### config.mk
export PLATFORM = sky130hd
export DESIGN_NAME = tgo_timer
export DESIGN_NICKNAME = d
export VERILOG_FILES = /design/src/hdl/tgo_sync.v /design/src/hdl/tgo_timer.v
export VERILOG_INCLUDE_DIRS = /design/src /design/src/hdl
export SDC_FILE = /design/constraint.sdc
export NUM_CORES = 1
export LEC_CHECK = 0
export ABC_AREA = 1
export BUFFER_PORTS_ARGS = -buffer_cell sky130_fd_sc_hd__buf_4
export CORE_MARGIN = 5
export CORE_UTILIZATION = 28
export CTS_BUF_LIST = sky130_fd_sc_hd__clkbuf_4 sky130_fd_sc_hd__clkbuf_8
export DETAILED_ROUTE_END_ITERATION = 10
export PLACE_DENSITY = 0.48
export SLEW_MARGIN = 30
export SYNTH_ARGS = -nofsm -noshare
export SYNTH_HDL_FRONTEND = slang
export SYNTH_SLANG_ARGS = --single-unit
### constraint.sdc
create_clock -name aclk -period 4.4 [get_ports aclk]
set_input_delay 0.44 -clock aclk [delete_from_list [all_inputs] [get_ports aclk]]
set_output_delay 0.44 -clock aclk [all_outputs]
set_load 0.1 [all_outputs]
### src/hdl/tgo_defs.vh
// constants, register map and field layout of the timer gate and overflow block
`ifndef TGO_DEFS_VH
`define TGO_DEFS_VH

// register byte addresses
`define TGO_ADDR_TCTRL      8'h00
`define TGO_ADDR_GCTRL      8'h04
`define TGO_ADDR_COUNT      8'h08
`define TGO_ADDR_CAPCOMP    8'h0c
`define TGO_ADDR_CCCTRL     8'h10
`define TGO_ADDR_PFLAG      8'h14
`define TGO_ADDR_PEN        8'h18
`define TGO_ADDR_IRQCTL     8'h1c

// timer_control_reg fields
`define TGO_T_ON            0
`define TGO_T_SYNCDIS       1
`define TGO_T_CS_LO         2
`define TGO_T_CS_HI         3
`define TGO_T_OSCEN         4
`define TGO_CS_EXT          2'b10

// gate_control_reg fields
`define TGO_G_ARM           3
`define TGO_G_VAL           2
`define TGO_G_SPM           4
`define TGO_G_TM            5
`define TGO_G_POL           6
`define TGO_G_EN            7

// capture/compare control fields
`define TGO_CC_MODE_LO      0
`define TGO_CC_MODE_HI      1
`define TGO_CC_RISE         2
`define TGO_CC_OFF          2'b00
`define TGO_CC_CAPTURE      2'b01
`define TGO_CC_COMPARE      2'b10
`define TGO_CC_SPECIAL      2'b11

// flag / enable bit positions
`define TGO_F_OVF           0
`define TGO_F_GATE          1
`define TGO_F_CC            2
`define TGO_I_PERIPHERAL_IRQ_ENABLE          6
`define TGO_I_GIE           7

// values
`define TGO_CNT_MAX         16'hffff
`define TGO_CNT_ZERO        16'h0000
`define TGO_RESP_OKAY       2'b00
`define TGO_RESP_SLVERR     2'b10

`endif

### src/hdl/tgo_sync.v
// two flip-flop synchroniser for asynchronous pin inputs
`timescale 1ns/100ps
module tgo_sync #(
    parameter WIDTH = 4
) (
    input  wire             aclk,
    input  wire             aresetn,
    input  wire [WIDTH-1:0] async_in,
    output wire [WIDTH-1:0] sync_out
);
    reg [WIDTH-1:0] stage1;
    reg [WIDTH-1:0] stage2;

    // one pair of flops per bit; stage1 feeds only stage2
    genvar i;
    generate
        for (i = 0; i < WIDTH; i = i + 1) begin : g_bit
            always @(posedge aclk) begin
                if (!aresetn) begin
                    stage1[i] <= 1'b0;
                    stage2[i] <= 1'b0;
                end else begin
                    stage1[i] <= async_in[i];
                    stage2[i] <= stage1[i];
                end
            end
        end
    endgenerate

    assign sync_out = stage2;
endmodule

### src/hdl/tgo_timer.v
// timer/counter with gate control, overflow flags and capture/compare time base
//
// The implementer's own choices: the register addresses and the AXI4-Lite slave port.
`timescale 1ns/100ps
`include "tgo_defs.vh"
module tgo_timer (
    input  wire        aclk,
    input  wire        aresetn,
    input  wire [7:0]  s_axi_awaddr,
    input  wire        s_axi_awvalid,
    output wire        s_axi_awready,
    input  wire [31:0] s_axi_wdata,
    input  wire [3:0]  s_axi_wstrb,
    input  wire        s_axi_wvalid,
    output wire        s_axi_wready,
    output reg  [1:0]  s_axi_bresp,
    output reg         s_axi_bvalid,
    input  wire        s_axi_bready,
    input  wire [7:0]  s_axi_araddr,
    input  wire        s_axi_arvalid,
    output wire        s_axi_arready,
    output reg  [31:0] s_axi_rdata,
    output reg  [1:0]  s_axi_rresp,
    output reg         s_axi_rvalid,
    input  wire        s_axi_rready,
    input  wire        gate_pin,
    input  wire        ext_clk_pin,
    input  wire        capture_pin,
    input  wire        sleep_mode,
    output reg         irq,
    output reg         wake,
    output reg         timer_osc_run
);
    // pin synchronisers
    wire [3:0] pins_sync;
    wire       gate_in;
    wire       ext_in;
    wire       cap_in;
    wire       sleep_in;

    tgo_sync #(.WIDTH(4)) u_sync (
        .aclk     (aclk),
        .aresetn  (aresetn),
        .async_in ({sleep_mode, capture_pin, ext_clk_pin, gate_pin}),
        .sync_out (pins_sync)
    );
    assign gate_in  = pins_sync[0];
    assign ext_in   = pins_sync[1];
    assign cap_in   = pins_sync[2];
    assign sleep_in = pins_sync[3];

    // software registers
    reg [4:0]  timer_control_reg;
    reg [7:0]  gate_control_reg;
    reg [15:0] counter;
    reg [15:0] capcomp;
    reg [2:0]  capcomp_ctrl;
    reg [2:0]  peripheral_flag_reg;
    reg [2:0]  peripheral_enable_reg;
    reg [7:0]  irq_control_reg;

    // gate and edge state
    reg        toggle_ff;
    reg        gate_src_q;
    reg        gate_tog_q;
    reg        pulse_open;
    reg        gate_level_status;
    reg        ext_q;
    reg        cap_q;
    reg        match_q;

    // axi write channel holding
    reg        aw_held;
    reg        w_held;
    reg [7:0]  wr_addr;
    reg [31:0] wr_data;
    reg [3:0]  wr_strb;

    assign s_axi_awready = !aw_held && !s_axi_bvalid;
    assign s_axi_wready  = !w_held && !s_axi_bvalid;
    assign s_axi_arready = !s_axi_rvalid;

    wire wr_go = aw_held && w_held && !s_axi_bvalid;
    wire rd_go = s_axi_arvalid && !s_axi_rvalid;

    // write strobes per register
    wire wr_tctrl  = wr_go && (wr_addr == `TGO_ADDR_TCTRL);
    wire wr_gctrl  = wr_go && (wr_addr == `TGO_ADDR_GCTRL);
    wire wr_cnt    = wr_go && (wr_addr == `TGO_ADDR_COUNT);
    wire wr_ccr    = wr_go && (wr_addr == `TGO_ADDR_CAPCOMP);
    wire wr_ccctl  = wr_go && (wr_addr == `TGO_ADDR_CCCTRL);
    wire wr_pflag  = wr_go && (wr_addr == `TGO_ADDR_PFLAG);
    wire wr_pen    = wr_go && (wr_addr == `TGO_ADDR_PEN);
    wire wr_irqc   = wr_go && (wr_addr == `TGO_ADDR_IRQCTL);
    wire wr_cnt_lo = wr_cnt && wr_strb[0];
    wire wr_cnt_hi = wr_cnt && wr_strb[1];
    wire wr_hit    = wr_tctrl | wr_gctrl | wr_cnt | wr_ccr | wr_ccctl
                   | wr_pflag | wr_pen | wr_irqc;

    // control field decode
    wire       counter_on        = timer_control_reg[`TGO_T_ON];
    wire       sync_disable      = timer_control_reg[`TGO_T_SYNCDIS];
    wire [1:0] clock_source_select =
        timer_control_reg[`TGO_T_CS_HI:`TGO_T_CS_LO];
    wire       timer_osc_enable  = timer_control_reg[`TGO_T_OSCEN];
    wire       gate_function_enable = gate_control_reg[`TGO_G_EN];
    wire       gate_polarity     = gate_control_reg[`TGO_G_POL];
    wire       gate_toggle_enable = gate_control_reg[`TGO_G_TM];
    wire       single_pulse_enable = gate_control_reg[`TGO_G_SPM];
    wire       gate_arm_flag     = gate_control_reg[`TGO_G_ARM];
    wire [1:0] cc_mode = capcomp_ctrl[`TGO_CC_MODE_HI:`TGO_CC_MODE_LO];
    wire       cc_rise = capcomp_ctrl[`TGO_CC_RISE];
    wire       global_irq_enable = irq_control_reg[`TGO_I_GIE];
    wire       peripheral_irq_enable = irq_control_reg[`TGO_I_PERIPHERAL_IRQ_ENABLE];

    // gate path: polarity, then toggle flip-flop, then single pulse window
    wire gate_src  = gate_in ~^ gate_polarity;
    wire gate_rise = gate_src && !gate_src_q;
    wire gate_tog  = gate_toggle_enable ? toggle_ff : gate_src;
    wire tog_rise  = gate_tog && !gate_tog_q;
    wire tog_fall  = !gate_tog && gate_tog_q;
    wire gate_value = single_pulse_enable ? (pulse_open && gate_tog) : gate_tog;
    // trailing edge of the armed pulse ends single pulse capture
    wire pulse_done = single_pulse_enable && gate_arm_flag
                    && pulse_open && tog_fall;
    wire gate_fall  = gate_level_status && !gate_value;

    // incrementing edge: instruction clock or external pin rising edge
    wire ext_rise = ext_in && !ext_q;
    wire ext_src  = (clock_source_select == `TGO_CS_EXT);
    wire sleep_ok = ext_src && sync_disable;
    wire tick_src = ext_src ? ext_rise : 1'b1;
    wire gate_ok  = !gate_function_enable || gate_value;
    wire cnt_tick = counter_on && tick_src && gate_ok && (!sleep_in || sleep_ok);
    wire rollover = cnt_tick && (counter == `TGO_CNT_MAX);

    // capture and compare events
    wire cap_edge  = cc_rise ? (cap_in && !cap_q) : (!cap_in && cap_q);
    wire do_cap    = (cc_mode == `TGO_CC_CAPTURE) && cap_edge;
    wire match     = (capcomp == counter);
    wire cmp_mode  = (cc_mode == `TGO_CC_COMPARE) || (cc_mode == `TGO_CC_SPECIAL);
    wire cmp_evt   = cmp_mode && match && !match_q;
    wire special   = (cc_mode == `TGO_CC_SPECIAL) && cmp_evt;

    // next counter value: write first, then special trigger, then count
    reg [15:0] next_counter;
    always @* begin
        next_counter = counter;
        if (wr_cnt_lo || wr_cnt_hi) begin
            if (wr_cnt_lo)
                next_counter[7:0] = wr_data[7:0];
            if (wr_cnt_hi)
                next_counter[15:8] = wr_data[15:8];
        end else if (special) begin
            next_counter = `TGO_CNT_ZERO;
        end else if (cnt_tick) begin
            next_counter = counter + 16'h0001;
        end
    end

    // hardware sets beat software writes on the flag register
    wire [2:0] flag_set;
    assign flag_set[`TGO_F_OVF]  = rollover && !special && !(wr_cnt_lo || wr_cnt_hi);
    assign flag_set[`TGO_F_GATE] = gate_fall;
    assign flag_set[`TGO_F_CC]   = do_cap || cmp_evt;

    reg [2:0] next_flags;
    always @* begin
        next_flags = peripheral_flag_reg;
        if (wr_pflag)
            next_flags = wr_data[2:0];
        next_flags = next_flags | flag_set;
    end

    // gate and edge tracking state
    always @(posedge aclk) begin
        if (!aresetn) begin
            toggle_ff         <= 1'b0;
            gate_src_q        <= 1'b0;
            gate_tog_q        <= 1'b0;
            pulse_open        <= 1'b0;
            gate_level_status <= 1'b0;
            ext_q             <= 1'b0;
            cap_q             <= 1'b0;
            match_q           <= 1'b0;
        end else begin
            gate_src_q <= gate_src;
            gate_tog_q <= gate_tog;
            ext_q      <= ext_in;
            cap_q      <= cap_in;
            match_q    <= match && cmp_mode;
            if (!gate_toggle_enable)
                toggle_ff <= 1'b0;
            else if (gate_rise)
                toggle_ff <= !toggle_ff;
            // window opens on the first edge after arming
            if (!single_pulse_enable || !gate_arm_flag || pulse_done)
                pulse_open <= 1'b0;
            else if (tog_rise)
                pulse_open <= 1'b1;
            gate_level_status <= gate_value;
        end
    end

    // software registers and counter
    always @(posedge aclk) begin
        if (!aresetn) begin
            timer_control_reg     <= 5'h00;
            gate_control_reg      <= 8'h00;
            counter               <= `TGO_CNT_ZERO;
            capcomp               <= 16'h0000;
            capcomp_ctrl          <= 3'h0;
            peripheral_flag_reg   <= 3'h0;
            peripheral_enable_reg <= 3'h0;
            irq_control_reg       <= 8'h00;
        end else begin
            counter             <= next_counter;
            peripheral_flag_reg <= next_flags;
            if (wr_tctrl)
                timer_control_reg <= wr_data[4:0];
            // arm flag: software sets it, the trailing edge clears it
            if (wr_gctrl) begin
                gate_control_reg[`TGO_G_EN:`TGO_G_SPM] <= wr_data[7:4];
                gate_control_reg[`TGO_G_ARM] <= wr_data[`TGO_G_ARM];
            end else if (pulse_done) begin
                gate_control_reg[`TGO_G_ARM] <= 1'b0;
            end
            if (do_cap)
                capcomp <= counter;
            else if (wr_ccr)
                capcomp <= wr_data[15:0];
            if (wr_ccctl)
                capcomp_ctrl <= wr_data[2:0];
            if (wr_pen)
                peripheral_enable_reg <= wr_data[2:0];
            if (wr_irqc)
                irq_control_reg <= {wr_data[7:6], 6'h00};
        end
    end

    // interrupt request, wake request and oscillator run
    wire ovf_req  = peripheral_flag_reg[`TGO_F_OVF]
                  && peripheral_enable_reg[`TGO_F_OVF] && counter_on;
    wire oth_req  = |(peripheral_flag_reg[2:1] & peripheral_enable_reg[2:1]);
    always @(posedge aclk) begin
        if (!aresetn) begin
            irq           <= 1'b0;
            wake          <= 1'b0;
            timer_osc_run <= 1'b0;
        end else begin
            irq  <= global_irq_enable && peripheral_irq_enable
                 && (ovf_req || oth_req);
            wake <= sleep_in && sleep_ok && ovf_req
                 && peripheral_irq_enable;
            timer_osc_run <= timer_osc_enable;
        end
    end

    // axi4-lite write side
    always @(posedge aclk) begin
        if (!aresetn) begin
            aw_held      <= 1'b0;
            w_held       <= 1'b0;
            wr_addr      <= 8'h00;
            wr_data      <= 32'h0000_0000;
            wr_strb      <= 4'h0;
            s_axi_bvalid <= 1'b0;
            s_axi_bresp  <= `TGO_RESP_OKAY;
        end else begin
            if (s_axi_awvalid && s_axi_awready) begin
                aw_held <= 1'b1;
                wr_addr <= s_axi_awaddr;
            end
            if (s_axi_wvalid && s_axi_wready) begin
                w_held  <= 1'b1;
                wr_data <= s_axi_wdata;
                wr_strb <= s_axi_wstrb;
            end
            if (wr_go) begin
                aw_held      <= 1'b0;
                w_held       <= 1'b0;
                s_axi_bvalid <= 1'b1;
                s_axi_bresp  <= wr_hit ? `TGO_RESP_OKAY : `TGO_RESP_SLVERR;
            end else if (s_axi_bvalid && s_axi_bready) begin
                s_axi_bvalid <= 1'b0;
            end
        end
    end

    // read mux
    reg [31:0] rd_word;
    reg        rd_hit;
    always @* begin
        rd_word = 32'h0000_0000;
        rd_hit  = 1'b1;
        case (s_axi_araddr)
            `TGO_ADDR_TCTRL:   rd_word[4:0] = timer_control_reg;
            `TGO_ADDR_GCTRL:   rd_word[7:0] = {gate_control_reg[7:3],
                                               gate_level_status, 2'b00};
            `TGO_ADDR_COUNT:   rd_word[15:0] = counter;
            `TGO_ADDR_CAPCOMP: rd_word[15:0] = capcomp;
            `TGO_ADDR_CCCTRL:  rd_word[2:0] = capcomp_ctrl;
            `TGO_ADDR_PFLAG:   rd_word[2:0] = peripheral_flag_reg;
            `TGO_ADDR_PEN:     rd_word[2:0] = peripheral_enable_reg;
            `TGO_ADDR_IRQCTL:  rd_word[7:0] = irq_control_reg;
            default:           rd_hit = 1'b0;
        endcase
    end

    // axi4-lite read side
    always @(posedge aclk) begin
        if (!aresetn) begin
            s_axi_rvalid <= 1'b0;
            s_axi_rdata  <= 32'h0000_0000;
            s_axi_rresp  <= `TGO_RESP_OKAY;
        end else if (rd_go) begin
            s_axi_rvalid <= 1'b1;
            s_axi_rdata  <= rd_word;
            s_axi_rresp  <= rd_hit ? `TGO_RESP_OKAY : `TGO_RESP_SLVERR;
        end else if (s_axi_rvalid && s_axi_rready) begin
            s_axi_rvalid <= 1'b0;
        end
    end
endmodule

# Yosys cells after proc, flatten, opt, wreduce, memory -nomap -nowiden
# Cells that the tools add are included.
# totals
regBits	122
inputBits	63
out_inout_bits	44
# classes
addsub	1
eq_ne	22
mux	25
bitwise_logic	11
n_reduce_logical	89
# op_table
operator	n
16-bit two-way mux	5
8-bit by 5-bit equality test with 1-bit output (second input constant)	8
1-bit logical AND	48
8-bit by 4-bit equality test with 1-bit output (second input constant)	4
3-bit case mux with 7 select lines	1
1-bit logical NOT	19
16-bit by 1-bit adder with 16-bit output (second input constant)	1
16-bit equality test	1
16-bit equality test (second input constant)	1
8-bit by 3-bit equality test with 1-bit output (second input constant)	2
8-bit logical NOT	2
8-bit two-way mux	2
8-bit case mux with 2 select lines	1
3-bit case mux with 4 select lines	1
1-bit two-way mux	11
1-bit logical OR	8
2-bit case mux with 4 select lines	1
2-bit nonzero test	4
8-bit OR reduction	1
1-bit bitwise OR	7
2-bit equality test (second input constant)	3
2-bit AND reduction	3
2-bit OR reduction	3
2-bit two-way mux	2
8 further kinds	9

# Depth between registers and ports, before layout
# logic_depth
word_depth	11
depth_mapped	16
depth_no_buf	14

# Hierarchy
# Synthesis repeated with hierarchy kept, for this count alone.
# hier_totals
hier_cells	915
area_unflattened_um2	6035.8
# modules_own_cells
mod	instances	cells_per_inst	area_each_um2	seq_area_each_um2
tgo_timer	1	890	5810.6	2242.2
tgo_sync	1	25	225.2	160.2

# Worst setup path after synthesis
# No wires, ideal clock.
# synth_timing
path_type	register to register
from	register s_axi_bvalid
to	register wr_addr[4]
setup_ns	0.126
arrival_ns	2.784
required_ns	4.274
setup_slack_ns	1.490
path_stages_with_launch	6
period_less_slack_ns	2.910
path_cell_list	dfxtp_1 > nor2_1 > nand2_1 > clkbuf_1 > o21ai_0 > a21oi_1
# synth_between
elab_chain_cells	3
# synth_lines
item	line_no	rtl
start, declared	tgo_timer.v:17	output reg s_axi_bvalid,
start signal, assigned	tgo_timer.v:267	s_axi_bvalid <= 1'b0;
start signal, assigned	tgo_timer.v:282	s_axi_bvalid <= 1'b1;
start signal, assigned	tgo_timer.v:285	s_axi_bvalid <= 1'b0;
1-bit logical NOT	tgo_timer.v:79	assign s_axi_awready = !aw_held && !s_axi_bvalid;
1-bit logical AND	tgo_timer.v:79	
net s_axi_awready	tgo_timer.v:11	output wire s_axi_awready,
1-bit logical AND	tgo_timer.v:270	if (s_axi_awvalid && s_axi_awready) begin
end signal, assigned	tgo_timer.v:272	wr_addr <= s_axi_awaddr;
end, declared	tgo_timer.v:75	reg [7:0] wr_addr;
# The timed path passes the listed nets, and every way through them passes these cells.
# A chain may end at the register's enable or synchronous reset.

# Worst setup path after layout
# layout_timing
from	register wr_addr[3]
to	register counter[3]
# layout_between
elab_chain_cells	6
word_cells_on_any_way	9
# layout_lines
item	line_no	rtl
8-bit by 4-bit equality test with 1-bit output (no source line) *	n/a	
1-bit logical AND *	tgo_timer.v:89	wire wr_cnt = wr_go && (wr_addr == `TGO_ADDR_COUNT);
1-bit logical AND, on equally long branches	tgo_timer.v:95, tgo_timer.v:96	
1-bit logical OR	tgo_timer.v:149	if (wr_cnt_lo || wr_cnt_hi) begin
2-bit inequality test (no source line) or 3-bit nonzero test (tied branches)	n/a	
2-bit AND reduction (no source line)	n/a	
end signal, assigned	tgo_timer.v:210	counter <= `TGO_CNT_ZERO;
end signal, assigned	tgo_timer.v:217	counter <= next_counter;
end, declared	tgo_timer.v:55	reg [15:0] counter;
# Every way passes the cells marked *; elsewhere a longest branch is shown, timed or not.

==> run summary <==
* drt wl/cell: 15.0 microns
* antenna violations before repair: 0
* worst slew pin tran: 0.932 ns
* CTS-repair resized insts: 0
* Crit Path Category: reg -> reg
* Vias per Instance: 4.60
* kind of path behind the tightest hold check: in -> reg
* ports placed on the boundary: 107
* register cell area after layout: 2400 sq um
* Max Freq: 406 MHz
* buffer cell driving the clock tree root: clkbuf_8
* Synth-to-Final Area Change: 18.4%
* Cell Area, Placed: 6720 sq um
* final worst clock skew: 0.0158 ns
* Yosys reg bits: 120
* area of the core: 21200 sq um
* proportion of register bits with asynchronous set or reset after synthesis: 0%
* Slew Limit Headroom: 37.8%
* Cell Rows: 53
* count of filler cells inserted in the layout: 2354
* number of endpoints with negative hold slack in the final report: 0
* share of synthesized area occupied by flip-flops and latches: 39.8%
* Yosys cell types: 40
* Max VDD drop: 0.165 mV
* pwr/cell area: 369 nW/um^2
* GRT Total Usage: 15.6%
* drt drc: 0
* run status: completed
* Pleak: 3.13 nW
* data required time of the worst path: 4.79 ns
* final number of setup-violating endpoints: 0
* number of diodes added for antenna fixing: 0
* final antenna-violating net count: 0
* post-synthesis area per instance: 6.76 sq um
* die width: 157 microns
* Total Die Area: 24600 sq um
* setup fix buffers added after clock tree synthesis: 0
* number of buffers on the longest clock path: 2
* post-synth design cell area: 6040 sq um
* type of element launching the critical path: flop
* pins over their slew limit: 0
* most area-consuming cells after synthesis: dfxtp_1, nand2_1, nor2_1
* most used flip-flop cell after synthesis: dfxtp_1
* Max H-tree Level: 4
* final critical path time including I/O delays and setup: 2.46 ns
* TNS Setup: 0 ns
* synthesis warning total: 0
* wire length of the first global-routing pass: 30300 microns
* Worst Path Arrival: 2.85 ns
* total congestion overflow after global routing: 0
* proportion of netlist area held by the largest area contributor: 39.8%
* cell count after synthesis: 894
* share of the clock period used by the worst path after layout: 55.9%
* final weighted congestion in routability-driven placement: 0.882
* Port Buffers: 70
* Clock Pin Slew Worst Setup and Hold Paths: 0.08 ns
* area leader, netlist: dfxtp_1
* pin count of the biggest net entering global routing: 82
* aggregate routed wire length: 18600 microns
* total number of vias: 5705
* number of clock sinks seen by CTS: 120
* clock insertion delay at the later pin of the skew report: 0.46 ns
* iteration-0 DRC count of the detailed router: 317
* EDFF count, synth: 0
* clock tree from TritonCTS: yes
* area taken by multi-input logic gates: 2980 sq um
* nets: 1015
* detailed-routing iteration count for the pre-antenna-repair pass: 5
* RSZ-0062 raised after global routing: false
* Hold Buf Count CTS: 0
* maximum fanout count along the critical path: 14
* sort of element at the end of the critical path: flop
* vias in the first global route: 5522
* effective utilization at floorplan: 28.6%
* count of max-cap constraint violations: 0
* HPWL after DPL: 13800 microns
* share of layout cells above drive strength 1: 13.8%
* Inserted Clock Buffers: 17
* Die Y: 157 microns
* post-route cell area: 7150 sq um
==> routing by layer <==
metal	routed length (microns)	vias up	track usage [%]
met2	7940	147	23.3
met3	950	20	3.02
met5	0	-	0
met4	274	0	4.75
li1	-	3011	-
met1	9480	2527	22.6
==> metrics by stage <==
stage          total power [mW]  setup slack, ns  instances  utilization (%)  hold slack [ns]
3_5_place_dp               1.56             1.88       1207             31.8            0.400
4_1_cts                    2.68             1.91       1239             33.8            0.140
2_1_floorplan              1.47             1.49        911                -            0.390
5_1_grt                    2.75             1.68       1239             33.8            0.140
3_3_place_gp               1.56             1.89       1207             31.8            0.396
6_report                   2.64             1.94       1239             33.8            0.165
==> layout by cell type, fill, tap and decap left out, types with 17 or more instances in the layout <==
cell | Yosys | routed
buf_4 | 19 | 74
a21oi_1 | 57 | 56
nand2_1 | 176 | 176
conb_1 | 1 | 18
nor2_1 | 132 | 132
o21ai_0 | 70 | 70
a211oi_1 | 37 | 37
clkbuf_8 | 0 | 17
nand3_1 | 53 | 53
inv_1 | 99 | 99
dfxtp_1 | 120 | 120
==> cell usage after synthesis, types with 2 or more instances <==
master / instances
nand2_4: 2
buf_4: 19
nand3_1: 53
nand3b_1: 2
o211ai_1: 4
nor3_2: 3
nand4_1: 9
inv_1: 99
nor3_1: 11
nor2_1: 132
buf_6: 2
o21ai_1: 9
xnor2_1: 3
o21a_1: 2
nand2_1: 176
clkinv_1: 2
a21oi_1: 57
a211oi_1: 37
o22ai_1: 8
xor2_1: 2
nor2_2: 2
buf_2: 4
buf_1: 2
inv_2: 16
dfxtp_1: 120
o21ai_0: 70
nor4_1: 2
o221ai_1: 8
clkbuf_1: 26
a21boi_1: 2
==> kinds of logic (layout without fill, tap and decap cells) <==
family / count (synthesis) / after routing / synth area share, %
simple gates: 396 / 396 / 27.8
compound gates: 201 / 201 / 19.4
buf+inv: 170 / 223 / 12.1
flops: 120 / 120 / 39.8
xor+xnor: 5 / 5 / 0.725
fa+ha+maj: 1 / 1 / 0.207
other cells: 1 / 18 / 0.0621
==> area by class of cell <==
class / instances / area share [%]
clock buffer: 20 / 3.59
tap: 275 / 4.81
inverter: 117 / 6.14
sequential: 120 / 33.6
multi-input combinational: 621 / 41.6
clock inverter: 12 / 2.47
timing repair buffer: 74 / 7.77
==> worst paths after layout <==
kind                            slack (ns)                   startpoint  cells after the start                             to
worst max register to register        1.94      wr_addr[3]$_SDFFE_PN0P_                      6        counter[3]$_SDFFE_PN0P_
worst max-delay path                  1.94      wr_addr[3]$_SDFFE_PN0P_                      6        counter[3]$_SDFFE_PN0P_
worst min register to register        0.41  u_sync.stage1[1]$_SDFF_PN0_                      2  u_sync.sync_out[1]$_SDFF_PN0_
worst min-delay path                  0.17                   sleep_mode                      3    u_sync.stage1[3]$_SDFF_PN0_
==> critical path: stages (launching register included) <==
cell	delay [ns]
dfxtp_1	0.43
inv_2	0.08
nor3_2	0.43
nand3_1	0.58
a21boi_1	0.68
nor2_1	0.08
nor2_1	0.10
==> power by group <==
part	switching, mW	internal [mW]
clock network	0.476	0.635
registers	0.0441	1.13
logic	0.271	0.0856
No activity file was read; power rests on OpenSTA's default activity.
